==> config.mk <==
export PLATFORM = sky130hd
export DESIGN_NAME = dfct_tuner
export DESIGN_NICKNAME = d
export VERILOG_FILES = /design/src/dfct_pkg.sv /design/src/dfct_tuner.sv
export SDC_FILE = /design/constraint.sdc
export NUM_CORES = 1
export LEC_CHECK = 0
export BUFFER_PORTS_ARGS = -buffer_cell sky130_fd_sc_hd__buf_2
export CORE_MARGIN = 2
export CORE_UTILIZATION = 40
export CTS_BUF_LIST = sky130_fd_sc_hd__clkbuf_4 sky130_fd_sc_hd__clkbuf_8
export CTS_CLUSTER_DIAMETER = 100
export DETAILED_ROUTE_END_ITERATION = 10
export GPL_ROUTABILITY_DRIVEN = 0
export GPL_TIMING_DRIVEN = 0
export PLACE_DENSITY_LB_ADDON = 0.3
export RECOVER_POWER = 100
export SYNTH_ARGS = -nofsm -noshare
export SYNTH_HDL_FRONTEND = slang
export SYNTH_SLANG_ARGS = --single-unit
==> constraint.sdc <==
create_clock -name clock -period 5.9 [get_ports clock]
set_input_delay 0 -clock clock [delete_from_list [all_inputs] [get_ports clock]]
set_output_delay 0 -clock clock [all_outputs]
set_load 0.02 [all_outputs]
==> src/dfct_pkg.sv <==
// Constants, register map and stage type of the closed-loop frequency tuner.
// Assumes a 32-bit APB slave with byte addresses and one register per word.
package dfct_pkg;

    // ----------------------------------------------------------------
    // Register offsets (byte addresses)
    // ----------------------------------------------------------------
    localparam logic [7:0] DFCT_OFS_CTRL    = 8'h00;
    localparam logic [7:0] DFCT_OFS_MUL     = 8'h04;
    localparam logic [7:0] DFCT_OFS_VAL     = 8'h08;
    localparam logic [7:0] DFCT_OFS_STATUS  = 8'h0C;
    localparam logic [7:0] DFCT_OFS_IRQSET  = 8'h10;
    localparam logic [7:0] DFCT_OFS_IRQCLR  = 8'h14;

    // ----------------------------------------------------------------
    // Control register fields
    // ----------------------------------------------------------------
    localparam int DFCT_CTRL_W          = 7;
    localparam int DFCT_CTRL_ENABLE     = 0;
    localparam int DFCT_CTRL_CLOSED     = 1;
    localparam int DFCT_CTRL_HOLD       = 2;
    localparam int DFCT_CTRL_CHILLDIS   = 3;
    localparam int DFCT_CTRL_QLDIS      = 4;
    localparam int DFCT_CTRL_DROPLOCK   = 5;
    localparam int DFCT_CTRL_BYPASS     = 6;
    localparam logic [6:0] DFCT_CTRL_RST = 7'h00;

    // ----------------------------------------------------------------
    // Multiplier and value register fields
    // ----------------------------------------------------------------
    localparam int DFCT_ROUGH_W         = 6;
    localparam int DFCT_TRIM_W          = 10;
    localparam int DFCT_RATIO_W         = 16;
    localparam int DFCT_MUL_RATIO_LSB   = 0;
    localparam int DFCT_MUL_TSTEP_LSB   = 16;
    localparam int DFCT_MUL_RSTEP_LSB   = 26;
    localparam logic [31:0] DFCT_MUL_RST = 32'h0000_0000;
    localparam int DFCT_VAL_TRIM_LSB    = 0;
    localparam int DFCT_VAL_ROUGH_LSB   = 10;
    localparam int DFCT_VAL_ERR_LSB     = 16;
    localparam logic [5:0] DFCT_ROUGH_RST = 6'h1F;
    localparam logic [9:0] DFCT_TRIM_RST  = 10'h1FF;

    // ----------------------------------------------------------------
    // Status and interrupt enable bits
    // ----------------------------------------------------------------
    localparam int DFCT_ST_READY        = 0;
    localparam int DFCT_ST_REFSTOP      = 1;
    localparam int DFCT_ST_OOB          = 2;
    localparam int DFCT_ST_TRIMLOCK     = 3;
    localparam int DFCT_ST_ROUGHLOCK    = 4;
    localparam int DFCT_IE_ROUGH        = 0;
    localparam int DFCT_IE_TRIM         = 1;
    localparam int DFCT_IE_REFSTOP      = 2;

    // ----------------------------------------------------------------
    // Timing and tolerances
    // ----------------------------------------------------------------
    localparam logic [3:0] DFCT_START_CYCLES = 4'h8;
    localparam int DFCT_REF_STOP_CYCLES      = 131072;
    localparam logic [18:0] DFCT_ROUGH_TOL   = 19'h00020;
    localparam logic [18:0] DFCT_TRIM_TOL    = 19'h00001;

    typedef enum logic [1:0] {
        DFCT_OPEN,
        DFCT_ROUGH,
        DFCT_TRIM
    } dfct_stage_e;

endpackage

==> src/dfct_tuner.sv <==
// Closed-loop tuner of a digital frequency-locked loop, with its APB registers.
// Assumes clock is the loop's own output clock and that the reference level
// arrives synchronous to it from generic clock channel zero.
//
// Added by the designer: the APB interface to the registers and the register addresses.
`timescale 1ns/1ps

module dfct_tuner
    import dfct_pkg::*;
#(
    parameter int REF_STOP_CYCLES = dfct_pkg::DFCT_REF_STOP_CYCLES
) (
    input  wire logic                              clock,
    input  wire logic                              rst,
    input  wire logic                              psel,
    input  wire logic                              penable,
    input  wire logic                              pwrite,
    input  wire logic [7:0]                        paddr,
    input  wire logic [31:0]                       pwdata,
    output logic      [31:0]                       prdata,
    output logic                                   pready,
    output logic                                   pslverr,
    input  wire logic                              tunerReferenceClock,
    output logic                                   oscEnable,
    output logic      [dfct_pkg::DFCT_ROUGH_W-1:0] roughTuneValue,
    output logic      [dfct_pkg::DFCT_TRIM_W-1:0]  trimTuneValue,
    output logic                                   irqRequest
);
    import dfct_pkg::*;

    localparam int CNT_W = 18;
    localparam logic [CNT_W-1:0] STOP_CNT = CNT_W'(REF_STOP_CYCLES);

    typedef struct packed {
        dfct_stage_e              stage;
        logic                     refPrev;
        logic [CNT_W-1:0]         periodCnt;
        logic                     measValid;
        logic                     chill;
        logic                     lastFast;
        logic [DFCT_ROUGH_W-1:0]  rough;
        logic [DFCT_TRIM_W-1:0]   trim;
        logic [DFCT_ROUGH_W-1:0]  roughStep;
        logic [DFCT_TRIM_W-1:0]   trimStep;
        logic [DFCT_RATIO_W-1:0]  ratioErr;
        logic                     roughLocked;
        logic                     trimLocked;
        logic                     oob;
        logic                     refStopped;
        logic                     ready;
        logic [3:0]               startCnt;
        logic [DFCT_CTRL_W-1:0]   ctrl;
        logic [31:0]              mul;
        logic [2:0]               irqEn;
        logic [31:0]              prdata;
        logic                     irq;
        logic                     prevClosed;
        logic                     prevEn;
    } dfct_state_s;

    dfct_state_s s;
    dfct_state_s next_s;

    logic                    setup;
    logic                    access;
    logic                    hit;
    logic                    en;
    logic                    closed;
    logic                    refEdge;
    logic signed [CNT_W:0]   diff;
    logic        [CNT_W:0]   mag;
    logic                    fast;
    logic        [CNT_W:0]   roughTol;
    logic        [CNT_W:0]   trimTol;
    logic        [DFCT_TRIM_W:0] trimSum;
    logic        [DFCT_TRIM_W:0] trimDif;
    logic        [DFCT_ROUGH_W-1:0] rStepMax;
    logic        [DFCT_TRIM_W-1:0]  tStepMax;
    logic                    adjust;

    // ----------------------------------------------------------------
    // APB decode
    // ----------------------------------------------------------------
    always_comb begin
        setup  = psel & ~penable;
        access = psel & penable;
        hit    = (paddr == DFCT_OFS_CTRL) | (paddr == DFCT_OFS_MUL) | (paddr == DFCT_OFS_VAL) |
                 (paddr == DFCT_OFS_STATUS) | (paddr == DFCT_OFS_IRQSET) | (paddr == DFCT_OFS_IRQCLR);
    end

    assign pready  = access;
    assign pslverr = access & ~hit;

    // ----------------------------------------------------------------
    // Next-state logic
    // ----------------------------------------------------------------
    always_comb begin
        next_s   = s;
        en       = s.ctrl[DFCT_CTRL_ENABLE];
        closed   = s.ctrl[DFCT_CTRL_CLOSED];
        refEdge  = tunerReferenceClock & ~s.refPrev;
        diff     = $signed({1'b0, s.periodCnt}) -
                   $signed({3'b000, s.mul[DFCT_MUL_RATIO_LSB +: DFCT_RATIO_W]});
        mag      = diff[CNT_W] ? (CNT_W+1)'(-diff) : diff;
        fast     = ~diff[CNT_W] & (diff != '0);
        // Quick lock doubles the window; less settling, wider spread
        roughTol = s.ctrl[DFCT_CTRL_QLDIS] ? DFCT_ROUGH_TOL : DFCT_ROUGH_TOL << 1;
        trimTol  = s.ctrl[DFCT_CTRL_QLDIS] ? DFCT_TRIM_TOL : DFCT_TRIM_TOL << 1;
        rStepMax = (s.mul[DFCT_MUL_RSTEP_LSB +: DFCT_ROUGH_W] == '0) ? DFCT_ROUGH_W'(1) :
                   s.mul[DFCT_MUL_RSTEP_LSB +: DFCT_ROUGH_W];
        tStepMax = (s.mul[DFCT_MUL_TSTEP_LSB +: DFCT_TRIM_W] == '0) ? DFCT_TRIM_W'(1) :
                   s.mul[DFCT_MUL_TSTEP_LSB +: DFCT_TRIM_W];
        trimSum  = {1'b0, s.trim} + {1'b0, s.trimStep};
        trimDif  = {1'b0, s.trim} - {1'b0, s.trimStep};
        adjust   = 1'b0;

        next_s.irq        = 1'b0;
        next_s.refPrev    = tunerReferenceClock;
        next_s.prevClosed = closed;
        next_s.prevEn     = en;

        // ------------------------------------------------------------
        // Register bus
        // ------------------------------------------------------------
        if (setup) begin
            case (paddr)
                DFCT_OFS_CTRL:   next_s.prdata = {25'h0000000, s.ctrl};
                DFCT_OFS_MUL:    next_s.prdata = s.mul;
                DFCT_OFS_VAL:    next_s.prdata = {s.ratioErr, s.rough, s.trim};
                DFCT_OFS_STATUS: next_s.prdata = {27'h0000000, s.roughLocked, s.trimLocked,
                                                  s.oob, s.refStopped, s.ready};
                DFCT_OFS_IRQSET: next_s.prdata = {29'h00000000, s.irqEn};
                DFCT_OFS_IRQCLR: next_s.prdata = {29'h00000000, s.irqEn};
                default:         next_s.prdata = 32'h0000_0000;
            endcase
        end
        if (access && pwrite) begin
            case (paddr)
                DFCT_OFS_CTRL:   next_s.ctrl = pwdata[DFCT_CTRL_W-1:0];
                DFCT_OFS_MUL:    next_s.mul  = pwdata;
                DFCT_OFS_VAL: begin
                    if (!closed) begin
                        next_s.trim  = pwdata[DFCT_VAL_TRIM_LSB +: DFCT_TRIM_W];
                        next_s.rough = pwdata[DFCT_VAL_ROUGH_LSB +: DFCT_ROUGH_W];
                    end
                end
                DFCT_OFS_STATUS: begin
                    if (pwdata[DFCT_ST_OOB]) begin
                        next_s.oob = 1'b0;
                    end
                end
                DFCT_OFS_IRQSET: next_s.irqEn = s.irqEn | pwdata[2:0];
                DFCT_OFS_IRQCLR: next_s.irqEn = s.irqEn & ~pwdata[2:0];
                default: ;
            endcase
        end

        // ------------------------------------------------------------
        // Oscillator start-up and ready
        // ------------------------------------------------------------
        if (!en) begin
            next_s.startCnt = 4'h0;
            next_s.ready    = 1'b0;
        end else if (s.startCnt != DFCT_START_CYCLES) begin
            next_s.startCnt = s.startCnt + 4'h1;
        end else begin
            next_s.ready = 1'b1;
        end

        // ------------------------------------------------------------
        // Mode changes
        // ------------------------------------------------------------
        if (closed && !s.prevClosed) begin
            // Rough value as left by software is the search start
            next_s.stage       = s.ctrl[DFCT_CTRL_BYPASS] ? DFCT_TRIM : DFCT_ROUGH;
            next_s.roughLocked = s.ctrl[DFCT_CTRL_BYPASS];
            next_s.trimLocked  = 1'b0;
            next_s.roughStep   = rStepMax;
            next_s.trimStep    = tStepMax;
            next_s.measValid   = 1'b0;
            next_s.chill       = 1'b0;
            // Count restarts so no stale period trips the stop detector
            next_s.periodCnt   = '0;
        end else if (!closed) begin
            next_s.stage       = DFCT_OPEN;
            next_s.roughLocked = 1'b0;
            next_s.trimLocked  = 1'b0;
            next_s.refStopped  = 1'b0;
            next_s.measValid   = 1'b0;
        end else if (s.prevEn && !en) begin
            next_s.measValid = 1'b0;
            if (s.ctrl[DFCT_CTRL_DROPLOCK]) begin
                next_s.stage       = DFCT_ROUGH;
                next_s.roughLocked = 1'b0;
                next_s.trimLocked  = 1'b0;
                next_s.roughStep   = rStepMax;
                next_s.trimStep    = tStepMax;
            end
            // Otherwise stage and locks are simply kept
        end else if (en && !s.prevEn) begin
            // Stop count cleared on wake; below, a reference edge sets 1 and a running count carries on, but a count at the stop value stays cleared
            next_s.periodCnt = '0;
        end

        // ------------------------------------------------------------
        // Reference period measurement and stop detection
        // ------------------------------------------------------------
        if (en && closed && s.prevClosed) begin
            if (refEdge) begin
                next_s.periodCnt  = CNT_W'(1);
                next_s.measValid  = ~s.refStopped;
                next_s.refStopped = 1'b0;
            end else if (s.periodCnt != STOP_CNT) begin
                next_s.periodCnt = s.periodCnt + CNT_W'(1);
            end else begin
                next_s.refStopped = 1'b1;
                next_s.measValid  = 1'b0;
            end

            // Tuning only on a valid period; frozen while reference stopped
            if (refEdge && s.measValid && !s.refStopped && s.ready) begin
                next_s.ratioErr = (diff > $signed(19'sh07FFF)) ? 16'h7FFF :
                                  (diff < $signed(-19'sh08000)) ? 16'h8000 : diff[15:0];
                if (s.chill && !s.ctrl[DFCT_CTRL_CHILLDIS]) begin
                    // Skipped sample lets the oscillator settle after a change
                    next_s.chill = 1'b0;
                end else if (s.stage == DFCT_ROUGH) begin
                    if (mag <= roughTol ||
                        (fast && s.rough == '0) || (!fast && s.rough == '1)) begin
                        // A pinned rough value locks too: output stays at the floor or the ceiling
                        next_s.roughLocked = 1'b1;
                        next_s.stage       = DFCT_TRIM;
                        next_s.trimStep    = tStepMax;
                    end else begin
                        adjust = 1'b1;
                        if (fast) begin
                            next_s.rough = (s.rough > s.roughStep) ? s.rough - s.roughStep : '0;
                        end else begin
                            next_s.rough = (DFCT_ROUGH_W'('1) - s.rough > s.roughStep) ?
                                           s.rough + s.roughStep : '1;
                        end
                        if (fast != s.lastFast && s.roughStep > DFCT_ROUGH_W'(1)) begin
                            next_s.roughStep = s.roughStep >> 1;
                        end
                    end
                end else if (s.stage == DFCT_TRIM) begin
                    if (mag <= trimTol && !s.trimLocked) begin
                        next_s.trimLocked = 1'b1;
                        next_s.trimStep   = DFCT_TRIM_W'(1);
                    end else if (s.trimLocked) begin
                        adjust = ~s.ctrl[DFCT_CTRL_HOLD] & (diff != '0);
                    end else begin
                        adjust = 1'b1;
                        if (fast != s.lastFast && s.trimStep > DFCT_TRIM_W'(1)) begin
                            next_s.trimStep = s.trimStep >> 1;
                        end
                    end
                    if (adjust) begin
                        if (fast) begin
                            if (trimDif[DFCT_TRIM_W]) begin
                                next_s.trim = '0;
                                next_s.oob  = 1'b1;
                            end else begin
                                next_s.trim = trimDif[DFCT_TRIM_W-1:0];
                            end
                        end else begin
                            if (trimSum[DFCT_TRIM_W]) begin
                                next_s.trim = '1;
                                next_s.oob  = 1'b1;
                            end else begin
                                next_s.trim = trimSum[DFCT_TRIM_W-1:0];
                            end
                        end
                    end
                end
                if (adjust) begin
                    next_s.chill = 1'b1;
                end
                next_s.lastFast = fast;
            end
        end

        // ------------------------------------------------------------
        // Interrupt request on rising flags
        // ------------------------------------------------------------
        next_s.irq = (next_s.roughLocked & ~s.roughLocked & s.irqEn[DFCT_IE_ROUGH]) |
                     (next_s.trimLocked & ~s.trimLocked & s.irqEn[DFCT_IE_TRIM]) |
                     (next_s.refStopped & ~s.refStopped & s.irqEn[DFCT_IE_REFSTOP]);

        // ------------------------------------------------------------
        // Synchronous reset, open loop with default tuning
        // ------------------------------------------------------------
        if (rst) begin
            // Everything else, flags and counters included, comes up clear
            next_s           = '0;
            next_s.stage     = DFCT_OPEN;
            next_s.rough     = DFCT_ROUGH_RST;
            next_s.trim      = DFCT_TRIM_RST;
            next_s.ctrl      = DFCT_CTRL_RST;
            next_s.mul       = DFCT_MUL_RST;
            next_s.roughStep = DFCT_ROUGH_W'(1);
            next_s.trimStep  = DFCT_TRIM_W'(1);
        end
    end

    // ----------------------------------------------------------------
    // State register
    // ----------------------------------------------------------------
    // Reset is folded into the next state, so one plain register stage
    always_ff @(posedge clock) begin
        s <= next_s;
    end

    assign prdata         = s.prdata;
    assign oscEnable      = s.ctrl[DFCT_CTRL_ENABLE];
    assign roughTuneValue = s.rough;
    assign trimTuneValue  = s.trim;
    assign irqRequest     = s.irq;

endmodule

# == Yosys cells after proc, flatten, opt, wreduce, memory -nomap -nowiden ==
# Cells that the tools add are included.
# classes
n_mux,95
n_eq_ne,11
n_addsub,9
n_reduce_logical,36
order_cmp,8
n_bitwise,31
# op_table
cell,n
32-bit one-hot mux with 5 select lines,1
16-bit 2-to-1 mux,9
10-bit 2-to-1 mux,13
73-bit 2-to-1 mux,1
18-bit 2-to-1 mux,4
19-bit 2-to-1 mux,3
6-bit 2-to-1 mux,9
53-bit 2-to-1 mux,1
2-bit 2-to-1 mux,17
1-bit 2-to-1 mux,33
32-bit 2-to-1 mux,1
19-bit by 16-bit > comparator with 1-bit output (second input constant),1
19-bit by 2-bit <= comparator with 1-bit output,1
19-bit by 7-bit <= comparator with 1-bit output,1
19-bit by 16-bit < comparator with 1-bit output (second input constant),1
19-bit negation,1
19-bit nonzero test,1
18-bit by 16-bit subtractor with 19-bit output,1
18-bit by 1-bit adder with 18-bit output (second input constant),1
18-bit inequality test (second input constant),1
8-bit by 4-bit equality test with 1-bit output (second input constant),2
8-bit by 5-bit equality test with 1-bit output (second input constant),2
1-bit logical AND,15
1-bit AND,12
other kinds (31),58
# totals
register_bits,158
input_bits,46
elab_cells,214
output_inout_bits,52

# == Logic depth before layout (Yosys ltp) ==
# depth
word_depth,23
mapped_depth,20
ltp_nobuf,18

# == Least setup slack after synthesis ==
# No wires, ideal clock.
# synth_path
path_kind,reg2reg
startpoint,register s[137] in the netlist's numbering
endpoint,register s[113] in the netlist's numbering
t_arrival_ps,4035
stages_incl_launch_ff,21
required_time_ps,5779
n_path_buf,2
period_less_slack_ps,4157
setup_slack_ps,1743
setup_time_ps,121
cell_sequence,dfxtp_1 > inv_1 > ha_1 > fa_1 > nand2b_1 > a21bo_4 > a21boi_2 > o41ai_4 > nand2_2 > buf_2 > nor2_1 > xnor2_1 > ha_1 > nand3_1 > a211oi_1 > o211ai_1 > a2111oi_4 > nor3_1 > and3_1 > buf_2 > mux2_4
# synth_between
elab_chain_cells,11
elab_cells_between_ends,20
cone_classes,2 x add/sub; 1 x order compare; 1 x eq/ne; 7 x mux; 2 x bitwise; 7 x reduce/logical
# synth_rtl
item,line,text
from (decl),dfct_tuner.sv:61,dfct_state_s s;
from (signal assigned),dfct_tuner.sv:311,s <= next_s;
18-bit by 16-bit subtractor with 19-bit output *,dfct_tuner.sv:102,"diff = $signed({1'b0, s.periodCnt}) -"
"19-bit negation, or another cell as far along",dfct_tuner.sv:104,mag = diff[CNT_W] ? (CNT_W+1)'(-diff) : diff;
19-bit 2-to-1 mux or 1-bit AND (tied branches),"dfct_tuner.sv:104, dfct_tuner.sv:105",
"19-bit by 7-bit <= comparator with 1-bit output, or another cell as far along",dfct_tuner.sv:228,if (mag <= roughTol ||
"1-bit logical OR, or another cell as far along",dfct_tuner.sv:228,
1-bit logical OR or 6-bit 2-to-1 mux (tied branches),"dfct_tuner.sv:229, dfct_tuner.sv:242",
6-bit 2-to-1 mux *,dfct_tuner.sv:228,
6-bit 2-to-1 mux *,dfct_tuner.sv:227,end else if (s.stage == DFCT_ROUGH) begin
32-bit 2-to-1 mux *,dfct_tuner.sv:224,if (s.chill && !s.ctrl[DFCT_CTRL_CHILLDIS]) begin
53-bit 2-to-1 mux *,dfct_tuner.sv:221,if (refEdge && s.measValid && !s.refStopped && s.ready) begin
73-bit 2-to-1 mux *,dfct_tuner.sv:208,if (en && closed && s.prevClosed) begin
# Every way passes the cells marked *; elsewhere a longest branch is shown, timed or not.
# A chain may end at the register's enable or synchronous reset.

# == Worst setup path after layout ==
# Ends and elaborated chain as after synthesis.

==> reports/metrics.cfg <==
[sta]
post-route-min-period_ps=5490
max_slew.worst_pin.slew_ps=1540
hold_viol_final=0
tns_ps=0
rsz0062_at_grt=no
finalCritPeriodShare=0.930
fin_skew_ps=23.5
setup_viol=0
final_max_slew_viol_count=11
slew_headroom=-0.0387
fmax_mhz=182

[pwr]
seqPwrFrac=0.516
p_per_area_nw_per_um2=165
leakage_nw=4.79
ir_worst_vdd_v=0.000141
clock_power_share=0.419
swShare=0.301
power.switching_mw=0.623
pwr-share-comb=0.065
intPower_mw=1.45

[setup_path]
r2r_cells=15
required_ps=6280
worst_ep_arrival_time_ps=5860
cp_max_fo=9
criticalPathCategory=flip-flop to flip-flop
cp-start-kind=flip-flop
cp-startpoint=s[137]
regToRegStartpoint=s[137]
worstSetupEndpointType=flip-flop

[global_route]
grt_max_degree=20
first_global_vias=10300
track_usage=0.263
antenna_found_initial=0
grt-ovfl-total=0
grt_pass1_wl_um=58700

[die]
dieWidth_um=169
initial_core_util=0.406
num_io_pins=98
num_rows=60
die_area_um2=28700
fp.dieH_um=169
core_um2=27000

[cts]
htreeDepth=4
clock-sinks=158
clkLatencyLatePin_ps=500
cts_hold_buf=34
clk_pin_slew_ps=120
root_buffer=clkbuf_8
cts_buffer_depth=2
tritoncts=built
post_cts_buffers=0
cts_inserted_buffers=17
post_cts_resized=0

[drt]
wl_per_cell_um=19.8
drcViolationCount=0
routed-via-count=11500
first_pass_iters=6
drt_iter0_drc=1121
drt_wl_total_um=38500
antenna_left=0
viasPerCell=5.91

[yosys]
netlist_instances=1443
synth_edf_count=0
synth_top_cell_by_area=dfxtp_1
syn_area_um2=11000
synth-seq-cells=158
synth_area_leaders=dfxtp_1, a21oi_1, ha_1, nor2_1, nand2_1
yosysWarnings=0
avgSynthCellArea_um2=7.59
async_flop_share=0
synthDistinctLibCells=88
synth_nets=1557
synth_top_cell_area_share=0.289
synthFlopType=dfxtp_1
seq_area_frac_synth=0.289

[layout]
final_area_um2=12600
layout_common_cells=nor2_1, a21oi_1, dfxtp_1
diodes=0
finalNetCount=1706
area_growth_pct=14.7
layout_commonest_cell=nor2_1
drive_above_1_share=0.119

[placed_design]
placed_cell_area_um2=11900
dpl.hpwl_um=29800
portBuffers=96

[hold_path]
min_delay_path_depth=4
hold_class=input port to flip-flop
min-delay-start=penable

[run_status]
status=finished with violations
violations=max-capacitance violations, max-slew violations

[run]
max_cap_violations=1

per-layer routing:
metal	up-vias	GRT usage	share of wire
li1	5418	-	-
met1	5451	0.339	0.42
met2	534	0.425	0.45
met3	90	0.0429	0.078
met4	0	0.133	0.049
met5	-	0	0
state kept, by name, indices dropped and copies added (netlist names), named ones only:
register        count
s                 104
prdata             32
trimTuneValue      10
roughTuneValue      6
closed              1
irqRequest          1
oscEnable           1
layout make-up:
| cell class | count | area [um^2] |
|---|---|---|
| multi-input cells | 1082 | 6820 |
| repair buffers | 130 | 773 |
| fillers | 2750 | 14400 |
| clock buffers | 17 | 234 |
| clock inverters | 15 | 193 |
| plain buffers | 121 | 649 |
| flip-flops and latches | 158 | 3160 |
| inverters | 82 | 308 |
| well taps | 341 | 427 |
metrics by stage:
stage	utilization	total power [mW]	setup slack (ps)	hold WS, ps	instances
after detailed placement	0.440	1.21	644	250	1880
after CTS	0.469	2.07	608	66.2	1946
final	0.466	2.07	413	85.1	1946
after global routing	0.466	2.13	138	133	1946
after global placement	0.440	1.21	709	248	1880
after floorplan	-	1.15	1740	128	1443
worst paths after layout:
path | endpoint | slack (ps)
worst max-delay path | s[113] | 410
worst min-delay path | prdata[0] | 90
worst max register to register | s[113] | 410
worst min register to register | s[97] | 460
synthesized netlist by cell type (all sizes together) (6+ instances only):
cell type and number:
a31oi 12, o31a 6, a21o 12, o211a 9
mux2 6, inv 82, nor3 28, or2 8
nor2b 20, nand4 15, a21oi 166, ha 63
a2111oi 7, xor2 10, a22oi 31, o31ai 9
a211oi 30, o21ai 68, nor2 181, o21bai 9
buf 59, nand2 134, o211ai 22, nand2b 17
xnor2 11, and3 16, and2 7, a211o 7
mux2i 23, or3 11, nor4 13, dfxtp 158
nand3 53, o21a 8, clkbuf 62
worst max-delay path: stages (launching register included):
cell,delay (ps)
dfxtp_1,440
inv_1,120
ha_1,230
fa_1,400
nand2b_1,200
a21boi_0,370
o21ai_0,240
a21oi_2,280
mux2i_1,440
nor3_1,160
a31oi_1,960
o211ai_1,280
nor3_1,510
and3_1,240
buf_2,170
mux2_1,340
cells by family after synthesis:
| family | share of synthesized area |
|---|---|
| xor+xnor | 0.0188 |
| flops | 0.289 |
| fa+ha+maj | 0.0811 |
| mux | 0.0316 |
| buf+inv | 0.0875 |
| simple gates | 0.224 |
| compound gates | 0.268 |
power groups by stage:
stage | logic, mW | registers (mW) | clock network, mW
2_1_floorplan | 0.0618 | 1.09 | 0
3_3_place_gp | 0.114 | 1.09 | 0
3_5_place_dp | 0.115 | 1.09 | 0
4_1_cts | 0.132 | 1.07 | 0.867
5_1_grt | 0.143 | 1.07 | 0.921
6_report | 0.134 | 1.07 | 0.867
Note: power is estimated with default switching activity, not from simulation.
